### config.mk
export PLATFORM = sky130hd
export DESIGN_NAME = multiplexed_io_ports
export DESIGN_NICKNAME = d
export VERILOG_FILES = /design/src/common/io_ports_pkg.sv /design/src/logic/pin_sync.sv /design/src/logic/edge_detect.sv /design/src/logic/multiplexed_io_ports.sv
export SDC_FILE = /design/constraint.sdc
export NUM_CORES = 1
export LEC_CHECK = 0
export BUFFER_PORTS_ARGS = -buffer_cell sky130_fd_sc_hd__buf_2
export CAP_MARGIN = 30
export CELL_PAD_IN_SITES_DETAIL_PLACEMENT = 0
export CELL_PAD_IN_SITES_GLOBAL_PLACEMENT = 2
export CORE_AREA = 4 4 212 318
export DETAILED_ROUTE_END_ITERATION = 10
export DIE_AREA = 0 0 216 322
export GPL_ROUTABILITY_DRIVEN = 1
export GPL_TIMING_DRIVEN = 0
export PLACE_DENSITY = 0.85
export REMOVE_ABC_BUFFERS = 1
export SETUP_SLACK_MARGIN = 0.2
export SYNTH_ARGS = -nofsm -noshare
export SYNTH_HDL_FRONTEND = slang
export SYNTH_SLANG_ARGS = --single-unit
export TNS_END_PERCENT = 30
### constraint.sdc
create_clock -name pclk -period 3.6 [get_ports pclk]
set_input_delay 0.18 -clock pclk [delete_from_list [all_inputs] [get_ports pclk]]
set_output_delay 0.18 -clock pclk [all_outputs]
set_load 0.005 [all_outputs]
### src/common/io_ports_pkg.sv
/* Constants for the multiplexed I/O port block: APB offsets, per-pin masks,
   reset values and the positions of pins with peripheral functions.
   Assumes a 32-bit APB slave on pclk with asynchronous active-low reset. */
// What this block does
// - Each pin is input or output by its own direction bit.
// - Where a port has pull-ups, a set pull-up bit enables that pin's pull-up while the pin is a digital input.
// - Each pin with a peripheral function chooses port use or that function by its own bit.
// - Port widths are 2, 8, 8, 4, 2, 4, 6 and 5 bits.
// - After reset all eight analog-capable pins stay analog until software changes them.
// - The four open-drain pins only pull low and never drive high.
// - The last port has a pull-up control on bit 0 only.
// - Each external interrupt pin detects rising, falling or both edges by selection.
// - Key interrupt function exists only on bits 0 to 3 of the key port.
// - Timer pin A counts and triggers both captures; pin B triggers capture A only.
package io_ports_pkg;

  // Pins are flat: slot*8+bit; slots hold the ports in order of appearance.
  localparam int NSLOT = 8;
  localparam int NPIN  = 64;
  localparam int NEXT  = 6;
  localparam int NKEY  = 4;
  localparam int NEVT  = 10;

  // Implemented pins, pull-up capable pins and pins with a peripheral function.
  localparam logic [63:0] PIN_MASK  = 64'h1f3f_0f03_0fff_ff03;
  localparam logic [63:0] PULL_MASK = 64'h013f_0003_0f00_ff03;
  localparam logic [63:0] ALT_MASK  = 64'h1f0f_0f00_0fff_ff03;

  // Slots with special pad behaviour.
  localparam logic [2:0] SLOT_ANALOG = 3'h2;
  localparam logic [2:0] SLOT_OD     = 3'h5;

  // Pin positions of peripheral functions.
  localparam int PIN_TMR_A = 0;
  localparam int PIN_TMR_B = 1;
  localparam int PIN_2W_CK = 42;
  localparam int PIN_KEY0  = 48;
  localparam int EXT_PIN [NEXT] = '{56, 24, 25, 26, 27, 14};

  // Reset values.
  localparam logic [63:0] DIR_RST   = PIN_MASK;
  localparam logic [63:0] ALT_RST   = 64'h0000_0000_00ff_0000;
  localparam logic [11:0] EDGE_RST  = 12'h000;
  localparam logic [NEVT-1:0] EVT_RST = 10'h000;

  // Register addresses: port block at slot*16 + sub*4.
  localparam logic [3:0]  PAGE_PORT  = 4'h0;
  localparam logic [3:0]  PAGE_LEVEL = 4'h1;
  localparam logic [1:0]  SUB_LATCH  = 2'h0;
  localparam logic [1:0]  SUB_DIR    = 2'h1;
  localparam logic [1:0]  SUB_PULL   = 2'h2;
  localparam logic [1:0]  SUB_ALT    = 2'h3;
  localparam logic [11:0] ADDR_EDGE  = 12'h200;
  localparam logic [11:0] ADDR_STAT  = 12'h204;
  localparam logic [11:0] ADDR_MASK  = 12'h208;

  // Edge selection codes, two bits per external interrupt pin.
  localparam logic [1:0] EDGE_NONE = 2'h0;
  localparam logic [1:0] EDGE_RISE = 2'h1;
  localparam logic [1:0] EDGE_FALL = 2'h2;
  localparam logic [1:0] EDGE_BOTH = 2'h3;

  typedef enum logic [3:0] {
    K_LATCH, K_DIR, K_PULL, K_ALT, K_LEVEL, K_EDGE, K_STAT, K_MASK, K_NONE
  } reg_kind_e;

endpackage

### src/logic/pin_sync.sv
/* Two flip-flop synchroniser for a vector of pad inputs.
   Assumes the inputs are asynchronous to pclk; the output is safe to use. */
`timescale 1ns/100ps
module pin_sync
  import io_ports_pkg::*;
#(
  parameter int W = 8
) (
  input  wire logic         pclk,
  input  wire logic         presetn,
  input  wire logic [W-1:0] d,
  output logic      [W-1:0] q
);

  logic [W-1:0] meta;

  // First stage is read only by the second stage.
  always_ff @(posedge pclk or negedge presetn) begin
    if (!presetn) begin
      meta <= '0;
      q    <= '0;
    end else begin
      meta <= d;
      q    <= meta;
    end
  end

endmodule

### src/logic/edge_detect.sv
/* Selectable edge detector giving a one-cycle pulse.
   Assumes a level already synchronised to pclk. */
`timescale 1ns/100ps
module edge_detect
  import io_ports_pkg::*;
(
  input  wire logic       pclk,
  input  wire logic       presetn,
  input  wire logic       level,
  input  wire logic       enable,
  input  wire logic [1:0] edge_sel,
  output logic            pulse
);

  logic prev;
  logic armed;
  logic rise_on;
  logic fall_on;

  // The first cycle after reset only loads the history, so no false edge.
  always_ff @(posedge pclk or negedge presetn) begin
    if (!presetn) begin
      prev  <= 1'b0;
      armed <= 1'b0;
    end else begin
      prev  <= level;
      armed <= 1'b1;
    end
  end

  // Rising, falling or both edges as selected.
  assign rise_on = (edge_sel == EDGE_RISE) || (edge_sel == EDGE_BOTH);
  assign fall_on = (edge_sel == EDGE_FALL) || (edge_sel == EDGE_BOTH);
  assign pulse   = enable & armed & ((rise_on & level & ~prev) | (fall_on & ~level & prev));

endmodule

### src/logic/multiplexed_io_ports.sv
/* Multiplexed I/O ports: direction, output latch, pull-up and function
   select per pin, pad muxing, timer and interrupt inputs, APB registers.
   Assumes pads resolve level from pad_out/pad_oe and pull-ups from
   pad_pullup; peripherals drive alt_out/alt_oe and read periph_in. */
// Decided for this implementation: register access over APB and the register offsets.
`timescale 1ns/100ps
module multiplexed_io_ports
  import io_ports_pkg::*;
(
  input  wire logic            pclk,
  input  wire logic            presetn,
  input  wire logic            psel,
  input  wire logic            penable,
  input  wire logic            pwrite,
  input  wire logic [11:0]     paddr,
  input  wire logic [31:0]     pwdata,
  output logic      [31:0]     prdata,
  output logic                 pready,
  output logic                 pslverr,
  input  wire logic [63:0]     pad_in,
  output logic      [63:0]     pad_out,
  output logic      [63:0]     pad_oe,
  output logic      [63:0]     pad_pullup,
  output logic      [7:0]      analog_en,
  input  wire logic [63:0]     alt_out,
  input  wire logic [63:0]     alt_oe,
  output logic      [63:0]     periph_in,
  output logic                 timer16_count_capture_in,
  output logic                 timer16_capture_in,
  output logic                 timer16_count_pulse,
  output logic                 timer16_capture_a_trig,
  output logic                 timer16_capture_b_trig,
  output logic      [NEXT-1:0] ext_irq_evt,
  output logic      [NKEY-1:0] key_irq_evt,
  output logic                 twowire_ext_clock_in,
  output logic                 irq
);

  logic [63:0]     latch;
  logic [63:0]     dir;
  logic [63:0]     pull;
  logic [63:0]     alt;
  logic [63:0]     pin_s;
  logic [63:0]     analog;
  logic [63:0]     next_out;
  logic [63:0]     next_oe;
  logic [11:0]     edge_sel;
  logic [NEVT-1:0] status;
  logic [NEVT-1:0] mask;
  logic [NEVT-1:0] evt;
  logic [NEVT-1:0] next_status;
  reg_kind_e       kind;
  logic [2:0]      slot;
  logic [5:0]      base;
  logic [31:0]     rd_val;
  logic            wr;
  logic            setup;

  // Address decoding into register kind and port slot.
  always_comb begin
    slot = paddr[6:4];
    kind = K_NONE;
    if (paddr[11:8] == PAGE_PORT && !paddr[7]) begin
      case (paddr[3:2])
        SUB_LATCH: kind = K_LATCH;
        SUB_DIR:   kind = K_DIR;
        SUB_PULL:  kind = K_PULL;
        default:   kind = K_ALT;
      endcase
    end else if (paddr[11:8] == PAGE_LEVEL && paddr[7:5] == 3'h0) begin
      kind = K_LEVEL;
      slot = paddr[4:2];
    end else if (paddr == ADDR_EDGE) begin
      kind = K_EDGE;
    end else if (paddr == ADDR_STAT) begin
      kind = K_STAT;
    end else if (paddr == ADDR_MASK) begin
      kind = K_MASK;
    end
  end

  assign base  = {slot, 3'h0};
  assign wr    = psel & penable & pwrite & (kind != K_NONE);
  assign setup = psel & ~penable;

  // Read data mux; reserved and unimplemented bits read as zero.
  always_comb begin
    rd_val = 32'h0000_0000;
    case (kind)
      K_LATCH: rd_val[7:0] = latch[base +: 8];
      K_DIR:   rd_val[7:0] = dir[base +: 8];
      K_PULL:  rd_val[7:0] = pull[base +: 8];
      K_ALT:   rd_val[7:0] = alt[base +: 8];
      K_LEVEL: rd_val[7:0] = pin_s[base +: 8] & PIN_MASK[base +: 8] & ~analog[base +: 8];
      K_EDGE:  rd_val[11:0] = edge_sel;
      K_STAT:  rd_val[NEVT-1:0] = status;
      K_MASK:  rd_val[NEVT-1:0] = mask;
      default: rd_val = 32'h0000_0000;
    endcase
  end

  // Read data and error are captured in the setup cycle; no wait states.
  always_ff @(posedge pclk or negedge presetn) begin
    if (!presetn) begin
      prdata  <= 32'h0000_0000;
      pslverr <= 1'b0;
    end else if (setup) begin
      prdata  <= pwrite ? 32'h0000_0000 : rd_val;
      pslverr <= (kind == K_NONE);
    end
  end

  assign pready = 1'b1;

  // Output latches; bits without a pin stay zero.
  always_ff @(posedge pclk or negedge presetn) begin
    if (!presetn) begin
      latch <= 64'h0;
    end else if (wr && kind == K_LATCH) begin
      latch[base +: 8] <= pwdata[7:0] & PIN_MASK[base +: 8];
    end
  end

  // Direction per pin, one means input.
  always_ff @(posedge pclk or negedge presetn) begin
    if (!presetn) begin
      dir <= DIR_RST;
    end else if (wr && kind == K_DIR) begin
      dir[base +: 8] <= pwdata[7:0] & PIN_MASK[base +: 8];
    end
  end

  // Pull-up enables exist only where the pin has a pull-up.
  always_ff @(posedge pclk or negedge presetn) begin
    if (!presetn) begin
      pull <= 64'h0;
    end else if (wr && kind == K_PULL) begin
      pull[base +: 8] <= pwdata[7:0] & PULL_MASK[base +: 8];
    end
  end

  // Function select per pin; analog pins start in analog mode.
  always_ff @(posedge pclk or negedge presetn) begin
    if (!presetn) begin
      alt <= ALT_RST;
    end else if (wr && kind == K_ALT) begin
      alt[base +: 8] <= pwdata[7:0] & ALT_MASK[base +: 8];
    end
  end

  // Edge selections for the external interrupt pins.
  always_ff @(posedge pclk or negedge presetn) begin
    if (!presetn) begin
      edge_sel <= EDGE_RST;
    end else if (wr && kind == K_EDGE) begin
      edge_sel <= pwdata[11:0];
    end
  end

  // Interrupt mask.
  always_ff @(posedge pclk or negedge presetn) begin
    if (!presetn) begin
      mask <= EVT_RST;
    end else if (wr && kind == K_MASK) begin
      mask <= pwdata[NEVT-1:0];
    end
  end

  // Sticky status, write one to clear; a new event beats the clear.
  always_comb begin
    next_status = status;
    if (wr && kind == K_STAT) begin
      next_status = status & ~pwdata[NEVT-1:0];
    end
    next_status = next_status | evt;
  end

  always_ff @(posedge pclk or negedge presetn) begin
    if (!presetn) begin
      status <= EVT_RST;
    end else begin
      status <= next_status;
    end
  end

  assign irq = |(status & mask);

  // All pad inputs are synchronised before use.
  pin_sync #(
    .W (NPIN)
  ) u_sync (
    .pclk    (pclk),
    .presetn (presetn),
    .d       (pad_in),
    .q       (pin_s)
  );

  // Pad muxing per pin: port latch or peripheral, open drain, analog.
  for (genvar i = 0; i < NPIN; i++) begin : g_pad
    if (i / 8 == int'(SLOT_ANALOG)) begin : g_an
      assign analog[i]   = alt[i];
      assign next_out[i] = latch[i];
      assign next_oe[i]  = ~alt[i] & ~dir[i];
    end else if (i / 8 == int'(SLOT_OD)) begin : g_od
      assign analog[i]   = 1'b0;
      assign next_out[i] = 1'b0;
      assign next_oe[i]  = (alt[i] ? (alt_oe[i] & ~alt_out[i]) : (~dir[i] & ~latch[i])) &
                           PIN_MASK[i];
    end else begin : g_pp
      assign analog[i]   = 1'b0;
      assign next_out[i] = alt[i] ? alt_out[i] : latch[i];
      assign next_oe[i]  = (alt[i] ? alt_oe[i] : ~dir[i]) & PIN_MASK[i];
    end
  end

  // Pad drive is registered; pull-ups act on digital inputs only.
  always_ff @(posedge pclk or negedge presetn) begin
    if (!presetn) begin
      pad_out <= 64'h0;
      pad_oe  <= 64'h0;
    end else begin
      pad_out <= next_out;
      pad_oe  <= next_oe;
    end
  end

  assign pad_pullup = pull & dir & ~analog & PULL_MASK;
  assign analog_en  = analog[16 +: 8];
  assign periph_in  = pin_s & PIN_MASK & ~analog;

  // Peripheral input levels.
  assign timer16_count_capture_in = periph_in[PIN_TMR_A];
  assign timer16_capture_in       = periph_in[PIN_TMR_B];
  assign twowire_ext_clock_in     = periph_in[PIN_2W_CK];

  logic tmr_a_rise;
  logic tmr_b_rise;

  // Timer pin A counts and captures into both; pin B into capture A only.
  edge_detect u_tmr_a (
    .pclk     (pclk),
    .presetn  (presetn),
    .level    (pin_s[PIN_TMR_A]),
    .enable   (alt[PIN_TMR_A]),
    .edge_sel (EDGE_RISE),
    .pulse    (tmr_a_rise)
  );

  edge_detect u_tmr_b (
    .pclk     (pclk),
    .presetn  (presetn),
    .level    (pin_s[PIN_TMR_B]),
    .enable   (alt[PIN_TMR_B]),
    .edge_sel (EDGE_RISE),
    .pulse    (tmr_b_rise)
  );

  assign timer16_count_pulse    = tmr_a_rise;
  assign timer16_capture_a_trig = tmr_a_rise | tmr_b_rise;
  assign timer16_capture_b_trig = tmr_a_rise;

  // External interrupt pins with selectable edges.
  for (genvar k = 0; k < NEXT; k++) begin : g_ext
    edge_detect u_ext (
      .pclk     (pclk),
      .presetn  (presetn),
      .level    (pin_s[EXT_PIN[k]]),
      .enable   (alt[EXT_PIN[k]]),
      .edge_sel (edge_sel[2*k +: 2]),
      .pulse    (ext_irq_evt[k])
    );
  end

  // Key interrupt pins fire on a falling edge.
  for (genvar k = 0; k < NKEY; k++) begin : g_key
    edge_detect u_key (
      .pclk     (pclk),
      .presetn  (presetn),
      .level    (pin_s[PIN_KEY0+k]),
      .enable   (alt[PIN_KEY0+k]),
      .edge_sel (EDGE_FALL),
      .pulse    (key_irq_evt[k])
    );
  end

  assign evt = {key_irq_evt, ext_irq_evt};
endmodule

## Word-level counts from Yosys, hierarchy flattened

Cells that the tools add are included.

- Muxes and demuxes: 96
- Reduce and logical (&&, ||, !) cells: 27
- Bitwise operators: 169
- Shift operators: 13
- Add/sub/neg operators: 1
- Equal/unequal tests: 33

Operators with widths:

| kind | count |
|---|---|
| variable part select 64 x 7 -> 8 bit | 6 |
| bitwise mux 64 bit | 4 |
| variable part select 64 x 7 -> 8 bit (first input constant) | 3 |
| variable part select 8 x 8 -> 64 bit | 3 |
| bitwise AND 57 bit | 2 |
| two-way mux 1 bit | 79 |
| bitwise AND 1 bit | 74 |
| inverter 1 bit | 74 |
| bitwise AND 61 x 64 -> 64 bit | 1 |
| inverter 24 -> 64 bit | 1 |
| case mux 8 bit (8 select lines) | 1 |
| variable shift 8 x 8 -> 64 bit (first input constant) | 1 |
| bitwise AND 8 bit | 5 |
| equality test 12 x 10 -> 1 bit (second input constant) | 3 |
| equality test 2 bit (second input constant) | 13 |
| bitwise AND 10 bit | 2 |
| two-way mux 4 bit | 5 |
| equality test 4 x 3 -> 1 bit (second input constant) | 4 |
| equality test 2 x 1 -> 1 bit (second input constant) | 7 |
| logical OR 1 bit | 12 |
| two-way mux 12 bit | 1 |
| case mux 2 bit (3 select lines) | 2 |
| two-way mux 10 bit | 1 |
| inverter 10 bit | 1 |
| 16 further kinds | 34 |

- Register bits after elaboration: 557
- Output and inout port bits: 315
- Logic and storage cells: 365

## Depth between registers and ports, before layout

Gate-level depths: netlist of the first run.

- Word-level depth: 11
- Depth in mapped cells: 18
- Mapped depth without buffers: 12

## Modules after synthesis

From an unflattened synthesis of the first run, not the netlist that was laid out.

- Cells, all modules: 2158
- Area, all modules: 23787.8 um2

Modules (own cells, without submodules):

| module | area an instance (um2) | times used | cells each |
|---|---|---|---|
| multiplexed_io_ports | 19653.8 | 1 | 1946 |
| pin_sync | 3203.1 | 1 | 128 |
| edge_detect | 77.6 | 12 | 7 |

## Worst setup path after synthesis of the first run

OpenSTA, ideal clock, no wires.

- Kind: input port to flip-flop
- Start: input port paddr[7]
- End: register dir[10]
- Stages: 15
- Data arrival time: 3369 ps
- Setup slack: 148 ps
- Setup time: 82 ps
- Path through: buf_2 -> nor3_1 -> buf_2 -> nand3_1 -> nand2_4 -> clkinv_8 -> buf_12 -> buf_6 -> buf_6 -> ha_1 -> ha_1 -> nor2b_1 -> and3_1 -> and2_0 -> mux2_2

- Word-level cells in the longest chain between the ends: 9

Ends and longest elaborated chain:

| what | RTL line | text |
|---|---|---|
| start, declared | multiplexed_io_ports.sv:15 | `input wire logic [11:0] paddr,` |
| branches (longest 9 deep; another with variable part select 64 x 7 -> 8 bit) | -- |  |
| end signal, assigned by index | multiplexed_io_ports.sv:129 | `dir[base +: 8] <= pwdata[7:0] & PIN_MASK[base +: 8];` |
| end, declared | multiplexed_io_ports.sv:40 | `logic [63:0] dir;` |

Several ways; the timed one is not identified.
A chain may end at the register's enable or synchronous reset.

## Final worst setup path of the first run

- Start: input port paddr[2]
- End: register prdata[7]

- Word-level cells in the longest chain between the ends: 9

Ends and longest elaborated chain:

| what | RTL line | text |
|---|---|---|
| branches (longest 7 deep; another with variable part select 64 x 7 -> 8 bit) | -- |  |
| case mux 8 bit (8 select lines) (*) | multiplexed_io_ports.sv:89 | `case (kind)` |
| two-way mux 12 bit (*) | multiplexed_io_ports.sv:108 | `prdata <= pwrite ? 32'h0000_0000 : rd_val;` |
| end signal, assigned | multiplexed_io_ports.sv:108 |  |
| end, declared | multiplexed_io_ports.sv:17 | `output logic [31:0] prdata,` |

Mark *: on every way between the ends.

==> results of run 1 <==
-- worst register-to-register path, stage by stage (launching register included) --
cell      delay [ns]
dfstp_2         0.57
inv_1           0.05
maj3_1          0.31
o21ai_0         0.18
o221ai_1        0.34
nand4_1         0.38
nand4_1         0.35
a32oi_1         0.29
-- cells in the final DEF (no fill, tap or decap), types with 10 or more instances in the layout --
cell type,instances
a21oi_1,47
a221o_1,12
nand2_2,21
a31oi_1,26
o22ai_1,23
nor2b_1,25
nand4_1,10
buf_16,12
o32ai_1,10
conb_1,121
buf_2,361
and2_1,53
nand3_1,26
mux2_2,101
nor2_1,53
nand2_1,348
and3_1,25
mux2i_1,19
dlygate4sd3_1,147
o21ai_0,254
buf_4,15
o211ai_1,19
nand2b_1,11
dfstp_2,47
nor3_1,18
a221oi_1,19
a21o_1,14
inv_1,12
o31ai_1,17
clkbuf_16,51
dfrtp_1,470
-- state kept, by name (all words and copies together) (netlist names), 12 cells and up --
signal       flops
edge_sel        12
alt             64
pull            64
dir             64
pad_out         56
latch           64
u_sync.meta     54
u_sync.q        54
pad_oe          39
prdata          12
-- path summary, 6_finish.rpt --
kind                                           startpoint  slack (ns)  cells past startpoint                         to
worst min-delay path                              presetn        0.04                      2  u_sync.meta[21]$_DFF_PN0_
min in group pclk                               pwdata[2]        0.06                      3        dir[58]$_DFFE_PN1P_
worst min register to register  u_sync.meta[23]$_DFF_PN0_        0.34                      0     u_sync.q[23]$_DFF_PN0_
worst max-delay path                             paddr[2]        0.11                     10      prdata[7]$_DFFE_PN0P_
worst max register to register        dir[24]$_DFFE_PN1P_        1.02                      7      prdata[0]$_DFFE_PN0P_
max in group asynchronous                         presetn        1.92                      5        dir[27]$_DFFE_PN1P_
-- final cells by class --
class,instances,share of cell area (%)
Antenna cell,2,0.0174
Clock buffer,65,4.94
Clock inverter,30,1.29
Inverter,17,0.353
Multi-Input combinational cell,1441,30.6
Sequential cell,517,45.3
Tap cell,870,3.79
Timing Repair Buffer,551,13.8
-- logic make-up after synthesis --
group | synth area share [%]
AND/OR/NAND/NOR | 13.3
AO/OA/AOI/OAI | 14.8
flip-flops | 56.3
buffers and inverters | 8.35
multiplexers | 6.53
adder cells (fa/ha/maj) | 0.699
other | 0.0325
-- timing repair --
action,in CTS,in global routing
pin swaps,2,1
hold buffers,147,0
setup buffers,3,5
setup endpoints to repair,266,220
resized for setup,26,16
cloned,0,1
hold endpoints to repair,273,0
-- layer usage --
layer / wire (um) / GRT usage (%) / vias up / part of all wire (%)
li1: - / - / 8150 / -
met1: 34100 / 30.7 / 9213 / 36
met2: 46400 / 45.5 / 1115 / 48
met3: 7980 / 5.95 / 314 / 8.3
met4: 7480 / 17.0 / 6 / 7.8
met5: 28 / 0 / - / 0.029
-- through the flow --
step | power [mW] | worst slack (ns)
after detailed placement | 6.92 | -2.06
after global placement | 6.84 | -8.15
after global routing | 13.1 | 0.143
final | 12.7 | 0.107
after floorplan | 6.31 | -0.531
after CTS | 12.8 | 0.0684
-- power by group through the flow --
stage | combinational (mW) | clock [mW] | sequential [mW]
after global placement | 0.798 | 0 | 6.05
final | 1.03 | 5.75 | 5.94
after floorplan | 0.283 | 0 | 6.03
after detailed placement | 0.873 | 0 | 6.05
after global routing | 1.09 | 6.11 | 5.94
after CTS | 1.01 | 5.89 | 5.94
==> results.json, run 1 <==
{
  "cp.arrival_ns": 4.06,
  "dieArea_um2": 69600,
  "max_freq_mhz": 286,
  "cp_cell_sequence": "buf_4, and2_1, a41o_1, o21a_1, nand2_1, a2111oi_1, buf_2, nor4_2, nand4b_1, a221o_1",
  "place_congestion": 0.958,
  "drv_slew": 0,
  "worst_setup_path_start_kind": "input pin",
  "slowest_delay_ns": 0.82,
  "post-route-period-util_pct": 97.0,
  "areaGrowthSynthToFinish_pct": 24.4,
  "relSlewSlack_pct": 23.2,
  "clock_skew_ns": 0.0359,
  "synth_commonest_cells": "dfrtp_1, nand2_1, o21ai_0",
  "min_path_type": "in -> async",
  "wl_per_cell_um": 27.5,
  "fp.coreArea_um2": 64300,
  "htreeDepth": 2,
  "period_needed_ns": 3.49,
  "routed-via-count": 18800,
  "ys_types": 97,
  "power_leakage_nw": 13.0,
  "synth_top_area_cell": "dfrtp_1",
  "yosysSeqAreaShare_pct": 56.3,
  "viasPerCell": 5.38,
  "powerDensity_nw_per_um2": 443,
  "yosysMostFrequentCell": "dfrtp_1",
  "fillerInstances": 6024,
  "cts_buffers": 51,
  "swShare_pct": 25.3,
  "first_pass_iters": 6,
  "syn_area_um2": 23100,
  "switchingPower_mw": 3.22,
  "pwr-share-seq_pct": 46.7,
  "pwr-share-clk_pct": 45.2,
  "ant_nets": 0,
  "cp_max_fo": 36,
  "synth_flop_cell": "dfrtp_1",
  "start_util_pct": 35.9,
  "final.setup.tns_ns": 0,
  "drc": 0,
  "hold_viol_final": 0,
  "io_buffers": 360,
  "grt_pass1_wl_um": 136000,
  "fin_nets": 2828,
  "die_h_um": 322,
  "antenna_found_initial": 6,
  "cts_root_buf": "clkbuf_16",
  "internal_power_mw": 9.50,
  "async_reset_ff_share_pct": 100,
  "setup_violations": 0,
  "whs_ns": 0.0415,
  "hpwl_um": 69200,
  "tritoncts": "done",
  "fin_util_pct": 44.6,
  "clkLatencyLatePin_ns": 0.63,
  "dpl.cell_count": 3239,
  "grt_max_degree": 120,
  "synth-seq-cells": 517,
  "grt.overflow.total": 0,
  "slowest_stage": "a41o_1",
  "row_count": 114,
  "yosysWarnings": 0,
  "grtUsageTotal_pct": 26.8,
  "endpoint_kind": "register",
  "crit_family": "compound AO/OA/AOI/OAI gates",
  "clock-sinks": 517,
  "rsz0062_at_grt": "true",
  "synth_area_per_cell_um2": 10.8,
  "synth_top_area_share_pct": 51.0,
  "outcome": "finished, final reports clean",
  "stdcell_count": 3493,
  "seq_area_um2": 13000,
  "ir_worst_vdd_mv": 0.422,
  "required_ns": 4.17,
  "synth-edff-count": 0,
  "cap_violations": 0,
  "yosys-top-cells-area": "dfrtp_1, nand2_1, buf_4",
  "synthCells": 2139,
  "worst_pin_slew_ns": 1.15,
  "postPlaceCellArea_um2": 25200,
  "pwr-share-comb_pct": 8.1,
  "die_w_um": 216,
  "final_cell_area_um2": 28700,
  "final_layout_size_suffix_gt1_share_pct": 27.7,
  "cts.clk_slew.worst_paths_ns": 0.07,
  "pin_count": 556,
  "cts_max_path_buffers": 3,
  "worstPathBufferInverterCount": 2,
  "wirelength_um": 96000,
  "drtIter0Drc": 1712,
  "grt_pass1_vias": 19300,
  "worst-setup-path-type": "in -> reg",
  "multi_input_area_um2": 8780
}
(Power assumes the default switching activity.)
==> inputs of run 2 (changes only) <==
Settings changed: CAP_MARGIN 30 to not set, PLACE_DENSITY 0.85 to not set, PLACE_DENSITY_LB_ADDON set to 0.3.
==> results.json, run 2 (synthesis gave the netlist of run 1 again) <==
{
  "outcome": "complete, but fails checks",
  "violations": "max-capacitance violations, max-slew violations, negative setup slack",
  "slowest_delay_ns": 1.19,
  "grt_pass1_wl_um": 139000,
  "cp_max_fo": 36,
  "clkLatencyLatePin_ns": 0.63,
  "antenna_found_initial": 9,
  "pre_cts_slack_ns": -3.13,
  "fp.coreArea_um2": 64300,
  "ant_nets": 0,
  "cp.arrival_ns": 4.19,
  "whs_ns": 0.0762,
  "grt.overflow.total": 0,
  "routed-via-count": 18600,
  "fin_util_pct": 44.4,
  "hpwl_um": 67400,
  "die_h_um": 322,
  "first_pass_iters": 8,
  "rsz0062_at_grt": "true",
  "die_w_um": 216,
  "worst-setup-path-type": "in -> reg",
  "dieArea_um2": 69600,
  "required_ns": 4.11,
  "drtIter0Drc": 1599,
  "worst_pin_slew_ns": 1.52,
  "ir_worst_vdd_mv": 0.403,
  "slowest_stage": "nor2_1",
  "grt_pass1_vias": 19100,
  "powerDensity_nw_per_um2": 453,
  "setup_violations": 1,
  "fin_nets": 2813,
  "period_needed_ns": 3.68,
  "relSlewSlack_pct": -2.19,
  "highest_layer": "met5",
  "cts_root_buf": "clkbuf_16",
  "viasPerCell": 5.35,
  "tritoncts": "done",
  "crit_top_cell": "nor2_1",
  "clock-sinks": 517,
  "stdcell_count": 3484,
  "final_common_cell": "dfrtp_1",
  "endpoint_kind": "register",
  "row_count": 114,
  "cts_max_path_buffers": 3,
  "cts_buffers": 53,
  "wl_met2_um": 47600,
  "cap_violations": 1,
  "setup_slack_ns": -0.0772,
  "grt_max_degree": 123,
  "wl_per_cell_um": 28.4,
  "wl_met3_um": 6760,
  "final_layout_size_suffix_gt1_share_pct": 26.8,
  "post-route-period-util_pct": 102,
  "htreeDepth": 2,
  "dpl.cell_count": 3220,
  "wirelength_um": 98900,
  "cp_cell_sequence": "buf_4, nor2_1, nor2_4, buf_12, nor2_1, a2111oi_1, nor4_2, nand4b_1, a221o_1",
  "areaGrowthSynthToFinish_pct": 23.8,
  "pin_count": 556,
  "postPlaceCellArea_um2": 24900,
  "grtUsageTotal_pct": 27.6,
  "min_path_type": "in -> reg",
  "drt-met1-wl_um": 38000,
  "io_buffers": 360,
  "final_cell_mix": "dfrtp_1, nand2_1, buf_2, o21ai_0, dlygate4sd3_1",
  "place_congestion": 0.909,
  "final_cell_area_um2": 28600,
  "clock_skew_ns": 0.0289,
  "start_util_pct": 35.9,
  "worst_setup_path_start_kind": "input pin",
  "cts.clk_slew.worst_paths_ns": 0.06,
  "power_leakage_nw": 12.9,
  "max_freq_mhz": 272,
  "hold_viol_final": 0,
  "drv_slew": 9,
  "drc": 0
}
[run 2: worst paths after layout]
| check | from | endpoint | slack (ns) | depth (start not counted) |
|---|---|---|---|---|
| max | paddr[2] | prdata[7]$_DFFE_PN0P_ | -0.08 | 9 |
| min | pwdata[3] | dir[59]$_DFFE_PN1P_ | 0.08 | 3 |
| max reg2reg | pull[55]$_DFFE_PN0P_ | prdata[7]$_DFFE_PN0P_ | 0.95 | 7 |
| min reg2reg | u_sync.meta[21]$_DFF_PN0_ | u_sync.q[21]$_DFF_PN0_ | 0.34 | 0 |
| max in group asynchronous | presetn | pad_out[29]$_DFF_PN0_ | 1.30 | 5 |
| min in group asynchronous | presetn | u_sync.meta[5]$_DFF_PN0_ | 0.23 | 2 |
[run 2: worst max-delay path, delay by kind of cell]
family	cells	cell delay, ns
AO/OA/AOI/OAI	2	0.50
AND/OR/NAND/NOR	5	2.81
buffers and inverters	2	0.61
[run 2: stage by stage]
stage | TNS [ns] | power [mW]
floorplan | -52.41 | 6.31
global placement | -4945.01 | 6.86
detailed placement | -724.97 | 6.90
CTS | 0 | 13.1
global route | 0 | 13.4
finish | -0.0772 | 12.9
[run 2: layout make-up]
type | instances | area [um^2]
multi-input combinational | 1444 | 8860
tap | 870 | 1090
inverter | 17 | 97.6
antenna | 5 | 12.5
sequential | 517 | 13000
timing repair buffer | 531 | 3650
fill | 6144 | 35700
clock buffer | 74 | 1500
clock inverter | 26 | 375
[run 2: report_power, final]
group / internal [mW] / switching, mW / leakage [nW]
logic: 0.331 / 0.694 / 5.46
registers: 5.89 / 0.0442 / 6.55
clock network: 3.49 / 2.49 / 0.900
total: 9.72 / 3.23 / 12.9
[run 2: repair_timing]
item                                   CTS  global route
setup endpoints to repair              266            92
resized for setup                       31             7
cloned                                   3             1
hold buffers                           147             0
endpoints found under the hold margin  251             0
pin swaps                                4             1
buffers inserted                         7             1
[run 2: metal layers]
metal  up-vias  GRT usage (%)
met1      9279           33.5
met4        10           15.0
met5         -              0
li1       8129              -
met2       980           46.5
met3       245           5.07
